[src/include/seq_defines.svh]
// named constants of the microprogram sequencer: widths, opcodes, register map
// assumes inclusion by bare name from the package and the design files
`ifndef SEQ_DEFINES_SVH
`define SEQ_DEFINES_SVH

// ----------------------------------------------------------------------------
// widths and stack geometry
// ----------------------------------------------------------------------------
`define ADDR_W          10
`define ADDR_ZERO       10'h000
`define ADDR_ONE        10'h001
`define STACK_DEPTH     4
`define STACK_AW        2
`define SP_W            3
`define SP_EMPTY        3'h0
`define SP_ONE          3'h1
`define SP_FULL_BIT     2
`define TEST_W          4
`define MW_W            3
`define OP_W            4
`define ROUTE_W         2

// ----------------------------------------------------------------------------
// op codes, op_code_in[3:0]
// ----------------------------------------------------------------------------
`define OP_RETURN       4'h0
`define OP_CALL         4'h1
`define OP_FETCH        4'h2
`define OP_MULTIWAY     4'h3
`define OP_ROUTE_0      4'h4
`define OP_ROUTE_3      4'h7
`define OP_BR_CLEAR_0   4'h8
`define OP_BR_CLEAR_3   4'hb
`define OP_BR_SET_0     4'hc
`define OP_BR_SET_3     4'hf
`define OP_GROUP_HI     3
`define OP_GROUP_LO     2
`define OP_GROUP_ROUTE  2'h1
`define OP_GROUP_CLEAR  2'h2
`define OP_GROUP_SET    2'h3

// ----------------------------------------------------------------------------
// apb register map, byte addresses
// ----------------------------------------------------------------------------
`define APB_AW          8
`define REG_CTRL        8'h00
`define REG_STATUS      8'h04
`define CTRL_SOFT_CLEAR 0
`define ST_PC_LO        0
`define ST_PC_HI        9
`define ST_SP_LO        12
`define ST_SP_HI        14
`define ST_TEST_LO      16
`define ST_TEST_HI      19
`define ST_PIPE         20
`define ST_CLEAR        21
`define DATA_ZERO       32'h0000_0000

`endif

[src/include/seq_pkg.sv]
// types shared by the microprogram sequencer files
// assumes seq_defines.svh on the include path
`include "seq_defines.svh"

package seq_pkg;

  // --------------------------------------------------------------------------
  // next-address source and decoded operation
  // --------------------------------------------------------------------------
  typedef enum logic [1:0] {
    src_stack,
    src_incr,
    src_branch,
    src_multiway
  } addr_src_t;

  typedef struct packed {
    addr_src_t             src;
    logic                  push;
    logic                  pop;
    logic [`ROUTE_W-1:0]   route;
    logic                  suppress;
  } op_decode_t;

  typedef struct packed {
    logic                  we;
    logic [`STACK_AW-1:0]  waddr;
    logic [`ADDR_W-1:0]    wdata;
    logic [`STACK_AW-1:0]  raddr;
  } stack_req_t;

endpackage : seq_pkg

[src/rtl/microprogram_sequencer.sv]
// microprogram sequencer: program counter, return stack, test register, apb view
// assumes pins synchronous to pclk; control memory and microinstruction register outside
//
// The placing of the registers and the APB interface to the registers were left to the implementer.
`timescale 1ns/1ns
`include "seq_defines.svh"

// What this block does
// ten bit program counter addressing up to 1024 words anywhere
// four word return stack, always written from the incrementer
// four test bits captured on each rising edge of the test strobe
// next address from stack, incrementer, branch or multiway source
// program counter loads the selected next address every rising clock
// incrementer always offers program counter plus one
// outputs show counter, or selector output directly in pipeline mode
// pipeline select low means non-pipeline, high means pipeline
// master clear zeroes counter and address output, forcing non-pipeline view
// four route branches load the full branch address
// multiway uses branch bits nine to three plus three multiway bits
// call loads branch address and pushes counter plus one
// branch-if-set jumps when tested bit high, else steps
// branch-if-clear jumps when tested bit low, else steps
// return takes the stack word at read pointer and pops
// sequential next loads counter plus one
// non-pipeline outputs stay steady a whole clock cycle
// system should latch control memory output in pipeline mode
// route code low except route branches one to three
// suppress low only for sequential next and return
// call writes stack this cycle, pointer advances at the edge
// pointer top bit blocks writes once four levels are held
// master clear also empties stack; test bits keep their value, zero after presetn, until strobe

module microprogram_sequencer
(
  input  wire logic                  pclk,
  input  wire logic                  presetn,
  input  wire logic                  psel,
  input  wire logic                  penable,
  input  wire logic                  pwrite,
  input  wire logic [`APB_AW-1:0]    paddr,
  input  wire logic [31:0]           pwdata,
  output logic      [31:0]           prdata,
  output logic                       pready,
  output logic                       pslverr,
  input  wire logic                  pipeline_select,
  input  wire logic                  master_clear_n,
  input  wire logic                  test_strobe,
  input  wire logic [`TEST_W-1:0]    test_in,
  input  wire logic [`ADDR_W-1:0]    branch_target_in,
  input  wire logic [`MW_W-1:0]      multiway_in,
  input  wire logic [`OP_W-1:0]      op_code_in,
  output logic      [`ADDR_W-1:0]    next_address_out,
  output logic      [`ROUTE_W-1:0]   route_code_out,
  output logic                       suppress_out
);

  // --------------------------------------------------------------------------
  // op decode
  // --------------------------------------------------------------------------
  function automatic seq_pkg::op_decode_t decode_op
  (
    input logic [`OP_W-1:0]   op,
    input logic [`TEST_W-1:0] tst
  );
    seq_pkg::op_decode_t d;
    logic                tbit;
    d          = '0;
    d.src      = seq_pkg::src_incr;
    d.suppress = 1'b1;
    tbit       = tst[op[`STACK_AW-1:0]];
    case (op[`OP_GROUP_HI:`OP_GROUP_LO])
      `OP_GROUP_ROUTE:
      begin
        d.src   = seq_pkg::src_branch;
        d.route = op[`ROUTE_W-1:0];
      end
      `OP_GROUP_SET:
      begin
        d.src = tbit ? seq_pkg::src_branch : seq_pkg::src_incr;
      end
      `OP_GROUP_CLEAR:
      begin
        d.src = tbit ? seq_pkg::src_incr : seq_pkg::src_branch;
      end
      default:
      begin
        case (op)
          `OP_RETURN:
          begin
            d.src      = seq_pkg::src_stack;
            d.pop      = 1'b1;
            d.suppress = 1'b0;
          end
          `OP_CALL:
          begin
            d.src  = seq_pkg::src_branch;
            d.push = 1'b1;
          end
          `OP_FETCH:
          begin
            d.src      = seq_pkg::src_incr;
            d.suppress = 1'b0;
          end
          `OP_MULTIWAY:
          begin
            d.src = seq_pkg::src_multiway;
          end
          default:
          begin
            d.src = seq_pkg::src_incr;
          end
        endcase
      end
    endcase
    return d;
  endfunction : decode_op

  // --------------------------------------------------------------------------
  // state
  // --------------------------------------------------------------------------
  logic [`ADDR_W-1:0]   program_counter_r;
  logic [`ADDR_W-1:0]   program_counter_nxt;
  logic [`SP_W-1:0]     stack_pointer_r;
  logic [`SP_W-1:0]     stack_pointer_nxt;
  logic [`TEST_W-1:0]   test_r;
  logic [`TEST_W-1:0]   test_nxt;
  logic                 strobe_d_r;
  logic                 soft_clear_r;
  logic                 soft_clear_nxt;
  logic [31:0]          prdata_r;
  logic [31:0]          prdata_nxt;
  logic                 pready_r;
  logic                 pready_nxt;
  logic                 pslverr_r;
  logic                 pslverr_nxt;

  seq_pkg::op_decode_t  dec;
  seq_pkg::stack_req_t  stack_req;
  logic [`ADDR_W-1:0]   incr;
  logic [`ADDR_W-1:0]   stack_word;
  logic [`ADDR_W-1:0]   selected;
  logic                 clear_active;
  logic                 stack_full;
  logic                 apb_access;
  logic                 addr_ctrl;
  logic                 addr_status;

  // --------------------------------------------------------------------------
  // datapath
  // --------------------------------------------------------------------------
  assign dec          = decode_op(op_code_in, test_r);
  assign incr         = program_counter_r + `ADDR_ONE;
  assign clear_active = !master_clear_n || soft_clear_r;
  assign stack_full   = stack_pointer_r[`SP_FULL_BIT];

  always_comb
  begin
    case (dec.src)
      seq_pkg::src_stack:
      begin
        selected = stack_word;
      end
      seq_pkg::src_branch:
      begin
        selected = branch_target_in;
      end
      seq_pkg::src_multiway:
      begin
        selected = {branch_target_in[`ADDR_W-1:`MW_W], multiway_in};
      end
      default:
      begin
        selected = incr;
      end
    endcase
  end

  // --------------------------------------------------------------------------
  // sequencer next state
  // --------------------------------------------------------------------------
  always_comb
  begin
    program_counter_nxt = selected;
    stack_pointer_nxt   = stack_pointer_r;
    stack_req.we        = dec.push && !stack_full && !clear_active;
    stack_req.waddr     = stack_pointer_nxt_waddr(stack_pointer_r);
    stack_req.wdata     = incr;
    if (dec.push && !stack_full)
    begin
      stack_pointer_nxt = stack_pointer_r + `SP_ONE;
    end
    else if (dec.pop && (stack_pointer_r != `SP_EMPTY))
    begin
      stack_pointer_nxt = stack_pointer_r - `SP_ONE;
    end
    if (clear_active)
    begin
      program_counter_nxt = `ADDR_ZERO;
      stack_pointer_nxt   = `SP_EMPTY;
    end
    stack_req.raddr = stack_pointer_nxt[`STACK_AW-1:0];
  end

  function automatic logic [`STACK_AW-1:0] stack_pointer_nxt_waddr
  (
    input logic [`SP_W-1:0] sp
  );
    logic [`SP_W-1:0] up;
    up = sp + `SP_ONE;
    return up[`STACK_AW-1:0];
  endfunction : stack_pointer_nxt_waddr

  // test register, edge of the strobe sampled on pclk
  generate
    for (genvar i = 0; i < `TEST_W; i++)
    begin : g_test
      always_comb
      begin
        test_nxt[i] = (test_strobe && !strobe_d_r) ? test_in[i] : test_r[i];
      end
    end
  endgenerate

  return_stack_mem u_stack
  (
    .pclk    (pclk),
    .presetn (presetn),
    .req     (stack_req),
    .rdata   (stack_word)
  );

  // --------------------------------------------------------------------------
  // apb slave
  // --------------------------------------------------------------------------
  assign apb_access  = psel && penable && !pready_r;
  assign addr_ctrl   = (paddr == `REG_CTRL);
  assign addr_status = (paddr == `REG_STATUS);

  always_comb
  begin
    pready_nxt     = apb_access;
    pslverr_nxt    = 1'b0;
    prdata_nxt     = `DATA_ZERO;
    soft_clear_nxt = soft_clear_r;
    if (apb_access)
    begin
      if (addr_ctrl)
      begin
        if (pwrite)
        begin
          soft_clear_nxt = pwdata[`CTRL_SOFT_CLEAR];
        end
        else
        begin
          prdata_nxt[`CTRL_SOFT_CLEAR] = soft_clear_r;
        end
      end
      else if (addr_status)
      begin
        if (!pwrite)
        begin
          prdata_nxt[`ST_PC_HI:`ST_PC_LO]     = program_counter_r;
          prdata_nxt[`ST_SP_HI:`ST_SP_LO]     = stack_pointer_r;
          prdata_nxt[`ST_TEST_HI:`ST_TEST_LO] = test_r;
          prdata_nxt[`ST_PIPE]                = pipeline_select && master_clear_n;
          prdata_nxt[`ST_CLEAR]               = clear_active;
        end
      end
      else
      begin
        pslverr_nxt = 1'b1;
      end
    end
  end

  // --------------------------------------------------------------------------
  // registers
  // --------------------------------------------------------------------------
  always_ff @(posedge pclk or negedge presetn)
  begin
    if (!presetn)
    begin
      program_counter_r <= `ADDR_ZERO;
      stack_pointer_r   <= `SP_EMPTY;
      test_r            <= '0;
      strobe_d_r        <= 1'b0;
      soft_clear_r      <= 1'b0;
      prdata_r          <= `DATA_ZERO;
      pready_r          <= 1'b0;
      pslverr_r         <= 1'b0;
    end
    else
    begin
      program_counter_r <= program_counter_nxt;
      stack_pointer_r   <= stack_pointer_nxt;
      test_r            <= test_nxt;
      strobe_d_r        <= test_strobe;
      soft_clear_r      <= soft_clear_nxt;
      prdata_r          <= prdata_nxt;
      pready_r          <= pready_nxt;
      pslverr_r         <= pslverr_nxt;
    end
  end

  // --------------------------------------------------------------------------
  // outputs
  // --------------------------------------------------------------------------
  // pipeline view is combinational by nature; the system latches it
  always_comb
  begin
    if (!master_clear_n)
    begin
      next_address_out = `ADDR_ZERO;
    end
    else if (pipeline_select)
    begin
      next_address_out = soft_clear_r ? `ADDR_ZERO : selected;
    end
    else
    begin
      next_address_out = program_counter_r;
    end
  end

  assign route_code_out = dec.route;
  assign suppress_out   = dec.suppress;
  assign prdata         = prdata_r;
  assign pready         = pready_r;
  assign pslverr        = pslverr_r;

endmodule : microprogram_sequencer

[src/rtl/return_stack_mem.sv]
// four word return-address memory with registered read data
// assumes one clock; read address is the pointer value for the next cycle
`timescale 1ns/1ns
`include "seq_defines.svh"

module return_stack_mem
(
  input  wire logic                   pclk,
  input  wire logic                   presetn,
  input  wire seq_pkg::stack_req_t    req,
  output logic        [`ADDR_W-1:0]   rdata
);

  logic [`ADDR_W-1:0] mem_r [`STACK_DEPTH];
  logic [`ADDR_W-1:0] rdata_r;
  logic [`ADDR_W-1:0] rdata_nxt;

  // --------------------------------------------------------------------------
  // read path, a word written this cycle is passed through
  // --------------------------------------------------------------------------
  always_comb
  begin
    if (req.we && (req.waddr == req.raddr))
    begin
      rdata_nxt = req.wdata;
    end
    else
    begin
      rdata_nxt = mem_r[req.raddr];
    end
  end

  always_ff @(posedge pclk)
  begin
    if (req.we)
    begin
      mem_r[req.waddr] <= req.wdata;
    end
  end

  always_ff @(posedge pclk or negedge presetn)
  begin
    if (!presetn)
    begin
      rdata_r <= `ADDR_ZERO;
    end
    else
    begin
      rdata_r <= rdata_nxt;
    end
  end

  assign rdata = rdata_r;

endmodule : return_stack_mem

[config.mk]
export PLATFORM = sky130hd
export DESIGN_NAME = microprogram_sequencer
export DESIGN_NICKNAME = d
export VERILOG_FILES = /design/src/include/seq_pkg.sv /design/src/rtl/microprogram_sequencer.sv /design/src/rtl/return_stack_mem.sv
export VERILOG_INCLUDE_DIRS = /design/src /design/src/include
export SDC_FILE = /design/constraint.sdc
export NUM_CORES = 1
export LEC_CHECK = 0
export BUFFER_PORTS_ARGS = -buffer_cell sky130_fd_sc_hd__buf_4
export CAP_MARGIN = 20
export CORE_MARGIN = 4
export CORE_UTILIZATION = 48
export DETAILED_ROUTE_END_ITERATION = 16
export PLACE_DENSITY = 0.83
export SLEW_MARGIN = 15
export SYNTH_ARGS = -nofsm -noshare
export SYNTH_HDL_FRONTEND = slang
export SYNTH_SLANG_ARGS = --single-unit
[constraint.sdc]
create_clock -name pclk -period 2.29 [get_ports pclk]
set_clock_uncertainty 0.05 [all_clocks]
set_input_delay 0.229 -clock pclk [delete_from_list [all_inputs] [get_ports pclk]]
set_output_delay 0.229 -clock pclk [all_outputs]
set_load 0.02 [all_outputs]
==> results of run 1 <==
what timing repair did:
item,4_1_cts,5_1_grt
buffers inserted,3,7
pin swaps,10,9
gates resized for setup,21,16
setup endpoints to repair,10,20
hold buffers,3,0
endpoints found under the hold margin,52,0
per-layer routing:
metal	part of all wire	vias to the layer above	track usage
li1	-	1661	-
met1	0.40	1675	0.240
met2	0.51	148	0.340
met3	0.066	35	0.0482
met4	0.029	0	0.0928
met5	0	-	0
cell type report:
cell class                      instances  area (µm²)  area share
Timing Repair Buffer                  125         977       0.165
Inverter                               17        76.3      0.0129
Multi-Input combinational cell        269        2060       0.348
Tap cell                              111         139      0.0235
Clock inverter                          7        78.8      0.0133
Sequential cell                        90        2450       0.415
Clock buffer                            9         124      0.0210
power groups by stage:
stage                     clock network, µW  logic (µW)  registers [µW]
after floorplan                           0         370            1820
after global placement                    0         593            1820
after detailed placement                  0         612            1830
after CTS                              1100         674            1790
after global routing                   1170         781            1800
final                                  1080         726            1800
worst min path at each step:
stage | startpoint | endpoint | slack (ns) | cells past startpoint
floorplan | presetn | prdata[0] | -0.12 | 0
global placement | presetn | strobe_d_r | 0.23 | 1
detailed placement | presetn | prdata[19] | 0.24 | 1
CTS | test_in[3] | test_r[3] | 0.02 | 2
global route | test_in[2] | test_r[2] | 0.02 | 2
finish | test_in[3] | test_r[3] | 0.04 | 2
state kept, by name, summed over array words and instances, names as in the netlist:
name	count
u_stack.mem_r	40
prdata	19
program_counter_r	10
u_stack.rdata	10
test_r	4
stack_pointer_r	3
pready	1
pslverr	1
soft_clear_r	1
strobe_d_r	1
per-stage QoR:
stage                     hold WS [ns]  setup slack, ns  setup TNS, ns  instance area, µm²
after detailed placement         0.240           0.0137              0                5450
after CTS                       0.0199           -0.273          -2.35                5790
after floorplan                 -0.117          0.00131              0                4650
after global routing            0.0208           -0.377          -3.23                5910
final                           0.0357           -0.272          -2.27                5910
after global placement           0.230           0.0203              0                5450
kinds of logic after synthesis:
| kind of cell | Yosys count | synth area share |
|---|---|---|
| AO/OA/AOI/OAI | 70 | 0.123 |
| XOR/XNOR | 11 | 0.0214 |
| adder cells (fa/ha/maj) | 7 | 0.0195 |
| buffers and inverters | 52 | 0.0629 |
| flip-flops | 90 | 0.546 |
| multiplexers | 24 | 0.0554 |
| other | 1 | 0.000834 |
| AND/OR/NAND/NOR | 144 | 0.171 |
layout by cell type, fill, tap and decap left out, drive strengths merged, types with 5 or more instances in the layout:
master     n
clkinv     5
or4        5
mux2i     17
o21ai      8
nand3      9
conb      13
a21oi      8
a211oi     7
nor4       9
edfxtp    40
buf      122
nor3      13
dfrtp     50
a2111oi    5
nand2     27
nor3b      5
and2      24
ha         7
nor2      33
xor2       5
xnor2      6
a41o       7
clkbuf     9
o32ai      5
mux2       7
nor2b      5
inv       19
a221oi     6
==> impl_results.md, run 1 <==
- Delay-heaviest family, CP: multiplexers
- Core ar.: 9200 µm²
- Gr usage total: 0.200
- Levels on crit path: 8
- Synth Warn #: 0
- Sw frac: 0.303
- CTS Sinks: 90
- Largest stage delay on the critical path: ~0.41 ns
- CP arrival: about 2.3 ns
- Relative slew margins: 0.588
- Total power: 3600 µW
- Max Transition Viols Final: 0
- Starting Density: 0.489
- Crit path max fanout: 4
- Cell variety after synth: 57
- Wire length per cell: about 17 µm
- Gp weighted congestion: about 0.87
- RSZ-0062 raised after global routing: true
- Clock power share: 0.299
- Synth Instances: 399
- Tcrit/Tclk final: 1.12
- Drt initial violations: 235
- Die area: approximately 11000 µm²
- Largest net degree at the start of global routing: between 50 and 60
- Final net count: about 590
- CTS buffer count: 9
- CTS tree: yes
- Pre-Repair DR Iteration Count: 7
- Site Rows: 35
- Most frequent cell after synthesis: dfrtp_1
- Synthesis-to-layout area growth: 31.4%
- Syn Std Cell Area: between 4000 and 5000 µm²
- Final Hold Fails: 0
- CP Buf/Inv Count: 3
- Antenna Nets Post-Route: 0
- CP startpoint: test_r[2]
- Final Routed Wirelength: 10800 µm
- Antenna cell count: 0
- Slowest cell on the critical path: dfrtp_1
- Skew-Pair Late Insertion Delay: between 0.3 and 0.4 ns
- First-pass GRT wire length: approximately 18000 µm
- Total gr overflow: 0
- VDD IR max: between 0.2 and 0.3 mV
- Number of synthesized register bits: 90
- Clock Tree Root: clkbuf_8
- Initial antenna violation count: 0
- Internal: around 2500 µW
- Inst Count DP: 600
- PortBufs: between 70 and 80
- Worst slew pin tran: between 0.6 and 0.7 ns
- Required @ worst endpoint: 2.01 ns
- Cell depth of the worst flop-to-flop path: 7
- Hold WC Path Type: in2reg
- Sequential group share of total power: 0.500
- NetSw: approximately 1100 µW
- Internal reg-to-reg setup slack: approximately 0.08 ns
- Final setup viols: 10
- Async SR Flop Fraction: 0.556
- Sequential-to-total area share from yosys stat: 0.546
- PnR worst setup slack: -0.272 ns
- Failing checks: negative setup slack
- Clk slew on worst S/H paths: 0.10 ns
- Synth cell count leaders: dfrtp_1 (50), edfxtp_1 (40), nor2_1 (33)
- CTS H-tree lvls: 3
- Post-detail-place hpwl: 7720 µm
- Reg2reg start: stack_pointer_r[0]
- Crit path capture: next_address_out[9]
- Crit path top cell by count: buf_4
- Clk buf depth: 2
- Gate power share: 0.202
- Max-cap violations: 0
- LEAKAGE: around 0.0026 µW
- Vias in the first global route: ~3600
- Vias per cell: 5.60
- Total number of vias: roughly 3500
- Avg Inst Size Synth: ~11 µm²
- Fmax: 0.390 GHz
- Largest area contributor in the netlist: dfrtp_1
- Fraction of layout cells with a size suffix above 1: 0.364
- EDFF count, synth: 40
- R2R Path End: u_stack.rdata[4]
- Die width: around 100 µm
- Filler Cells Inserted: 665
- Synth Flop Type: dfrtp_1
- Fin util: 0.642
- Crit path kind: reg2out
- Non-Filler Instances: between 600 and 700
- Critical path startpoint category: flop
- Crit-path cells: mux2_4 > o22ai_4 > mux2i_1 > buf_4 > buf_6 > nor2_4 > o41ai_4 > buf_4
- Status: complete, but fails checks
- Fraction of synthesized cell area taken by the top area cell type: 0.278
- Chip height: 105 µm
- IO Pins: 116
- PD cells: between 600 and 700 nW/µm²
- DRC viols: 0
- Period minus WS final: between 2 and 3 ns
- Crit. End Element: output port
- Largest cells by area after synthesis: dfrtp_1 (28%), edfxtp_1 (27%), mux2i_1 (3.8%)
Note: power is estimated with default switching activity, not from simulation.
==> inputs of run 2 (changes only) <==
- SKIP_CTS_REPAIR_TIMING: not set -> 1
==> run 2 against run 1 <==
Compared with the run above:
- the run still ends with negative setup slack left
- critical path depth did not move
- wire length fell by 0.67%
- utilization fell by 1.1 points
- setup slack got worse by 0.011 ns
- sequential power barely moved
- total power fell by 1.1%
- clock-buffer cell count did not move
- via count rose by 0.31%
- cell count fell by 1.1%
- critical path type unchanged
- register-to-register slack improved by 0.02 ns
- non-clock buffer count fell by 7
- global-route usage fell by 0.54 points
==> impl_results.md, run 2 (synthesis gave the netlist of run 1 again) <==
- Status: complete, but fails checks
- Failing checks: negative setup slack
- Crit. End Element: output port
- Setup slack at placement: 0.0137 ns (unchanged)
- Required @ worst endpoint: 2.01 ns (about the same)
- RSZ-0062 raised after global routing: true
- CP arrival: 2.29 ns (about the same)
- Inst Count DP: 600 (unchanged)
- Chip height: 105 µm (unchanged)
- CTS buffer count: 9 (unchanged)
- Antenna cell count: 0 (unchanged)
- PnR worst setup slack: -0.283 ns (-0.0106 ns)
- Top reg by flops: u_stack.mem_r
- Sequential cell area: 2450 µm² (unchanged)
- Crit path max fanout: 5 (+1)
- Drt initial violations: 256 (+8.9%)
- Cells on Worst Hold Path: 2 (unchanged)
- Final Routed Wirelength: 10700 µm (-0.67%)
- Critical path startpoint category: flop
- Post-DP Area: 5450 µm² (unchanged)
- Die width: 105 µm (unchanged)
- Fmax: 0.389 GHz (-0.41%)
- Crit path top cell by count: buf_4
- Area of the multi-input gates: 2020 µm² (-1.8%)
- Vias per cell: 5.68 (+1.4%)
- Max Transition Viols Final: 0 (unchanged)
- Filler Cells Inserted: 690 (+3.8%)
- Final net count: 581 (-1.2%)
- Global Route met3 Usage: 0.0451 (-0.00309)
- Internal reg-to-reg setup slack: 0.10 ns (+0.02 ns)
- Starting Density: 0.489 (unchanged)
- Gp weighted congestion: 0.874 (unchanged)
- First-pass GRT wire length: 17300 µm (-2.5%)
- PD cells: 614 nW/µm² (+0.73%)
- Total gr overflow: 0 (unchanged)
- Synthesis-to-layout area growth: 29.0%
- CP startpoint: test_r[2]
- Slowest cell on the critical path: dfrtp_1
- Most common cell after layout, fill and taps aside: buf_4
- Fraction of layout cells with a size suffix above 1: 0.347 (-0.0166)
- Delay-heaviest family, CP: multiplexers
- Vias in the first global route: 3477 (-2.8%)
- VDD IR max: 0.288 mV (-1.0%)
- Gr usage total: 0.195 (-0.00543)
- Hold path start: test_in[2]
- Non-Filler Instances: 621 (-1.1%)
- IO Pins: 116 (unchanged)
- Clk buf depth: 2 (unchanged)
- R2R Path End: u_stack.rdata[2]
- Wire length per cell: 17.3 µm (+0.45%)
- Antenna Nets Post-Route: 0 (unchanged)
- CTS Sinks: 90 (unchanged)
- DRC viols: 0 (unchanged)
- Max reg flops: 40 (unchanged)
- Final Hold Fails: 0 (unchanged)
- Clock Tree Root: clkbuf_8
- Skew-Pair Late Insertion Delay: 0.37 ns (about the same)
- Crit path capture: next_address_out[8]
- GR Util met1: 0.240 (-0.000405)
- Gr busiest metal: met2
- Reg2reg start: stack_pointer_r[0]
- Total number of vias: 3530 (+0.31%)
- CTS H-tree lvls: 3 (unchanged)
- Tcrit/Tclk final: 1.12 (+0.00461)
- Cell depth of the worst flop-to-flop path: 7 (unchanged)
- Final setup viols: 10 (unchanged)
- CTS tree: yes
- LEAKAGE: 0.00251 µW (-2.2%)
- Site Rows: 35 (unchanged)
- GRT met2 Usage: 0.334 (-0.00596)
- Relative slew margins: 0.582 (-0.00658)
- PortBufs: 71 (unchanged)
- Post-detail-place hpwl: 7720 µm (unchanged)
- Post-route setup TNS: -2.35 ns (-0.0805 ns)
- Clk slew on worst S/H paths: 0.10 ns (about the same)
- Worst slew pin tran: 0.628 ns (+0.00987 ns)
- Largest net degree at the start of global routing: 51 (unchanged)
- CP Buf/Inv Count: 3 (unchanged)
- Core ar.: 9200 µm² (unchanged)
- Initial antenna violation count: 0 (unchanged)
- Max-cap violations: 0 (unchanged)
- Hold WC Path Type: in2reg
- Pre-Repair DR Iteration Count: 6 (-1)
- Crit path kind: reg2out
- Largest stage delay on the critical path: 0.41 ns (about the same)
- Post-route cell area: 5800 µm² (-1.8%)
- Period minus WS final: 2.57 ns (+0.0106 ns)
- Levels on crit path: 8 (unchanged)
- Die area: 11000 µm² (unchanged)
- Commonest cells after routing, fill and taps aside: buf_4 (113), dfrtp_1 (49), edfxtp_1 (40)
- Crit-path cells: mux2_4 > o22ai_4 > mux2i_1 > buf_4 > buf_6 > nor2_4 > o41ai_4 > buf_4
## run 2: changes by cell type in the layout (fill, tap and decap cells not counted), sizes merged
cell | previous run | this run
buf | 122 | 115
## run 2: final cells by class
| class | count | share of cell area |
|---|---|---|
| clock buffer | 9 | 0.0214 |
| clock inverter | 7 | 0.0136 |
| inverter | 17 | 0.0132 |
| multi-input combinational | 269 | 0.348 |
| sequential | 90 | 0.423 |
| tap | 111 | 0.0239 |
| timing repair buffer | 118 | 0.157 |
## run 2: worst register-to-register path: cells and delay by family, from the launching register on
family / cells / cell delay (ns)
AOI/OAI and AO/OA: 3 / 0.76
adders and majority gates: 1 / 0.21
buffers and inverters: 1 / 0.06
DFF: 1 / 0.40
and+or+nand+nor: 2 / 0.61
## run 2: worst min-delay path by stage
stage,endpoint,slack [ns]
2_1_floorplan,prdata[0],-0.12
3_3_place_gp,strobe_d_r,0.23
3_5_place_dp,prdata[19],0.24
4_1_cts,prdata[19],-0.17
5_1_grt,test_r[2],0.03
6_report,test_r[2],0.03
## run 2: per-layer routing
layer  wire (µm)  up-vias
met2        5380      171
li1            -     1648
met5           0        -
met3         834       36
met1        4220     1675
met4         297        0
## run 2: per-stage QoR
stage	hold WS, ns	utilization	total power, µW
detailed placement	0.240	0.592	2440
global placement	0.230	0.592	2420
floorplan	-0.117	-	2190
global route	0.0252	0.631	3700
CTS	-0.172	0.614	3510
finish	0.0278	0.631	3560
## run 2: power breakdown
| part | leakage [µW] | switching [µW] | internal (µW) | total (µW) |
|---|---|---|---|---|
| sequential | 0.00101 | 47.9 | 1750 | 1800 |
| combinational | 0.00140 | 383 | 294 | 677 |
| clock | 0.000102 | 653 | 432 | 1090 |
| total | 0.00251 | 1080 | 2480 | 3560 |
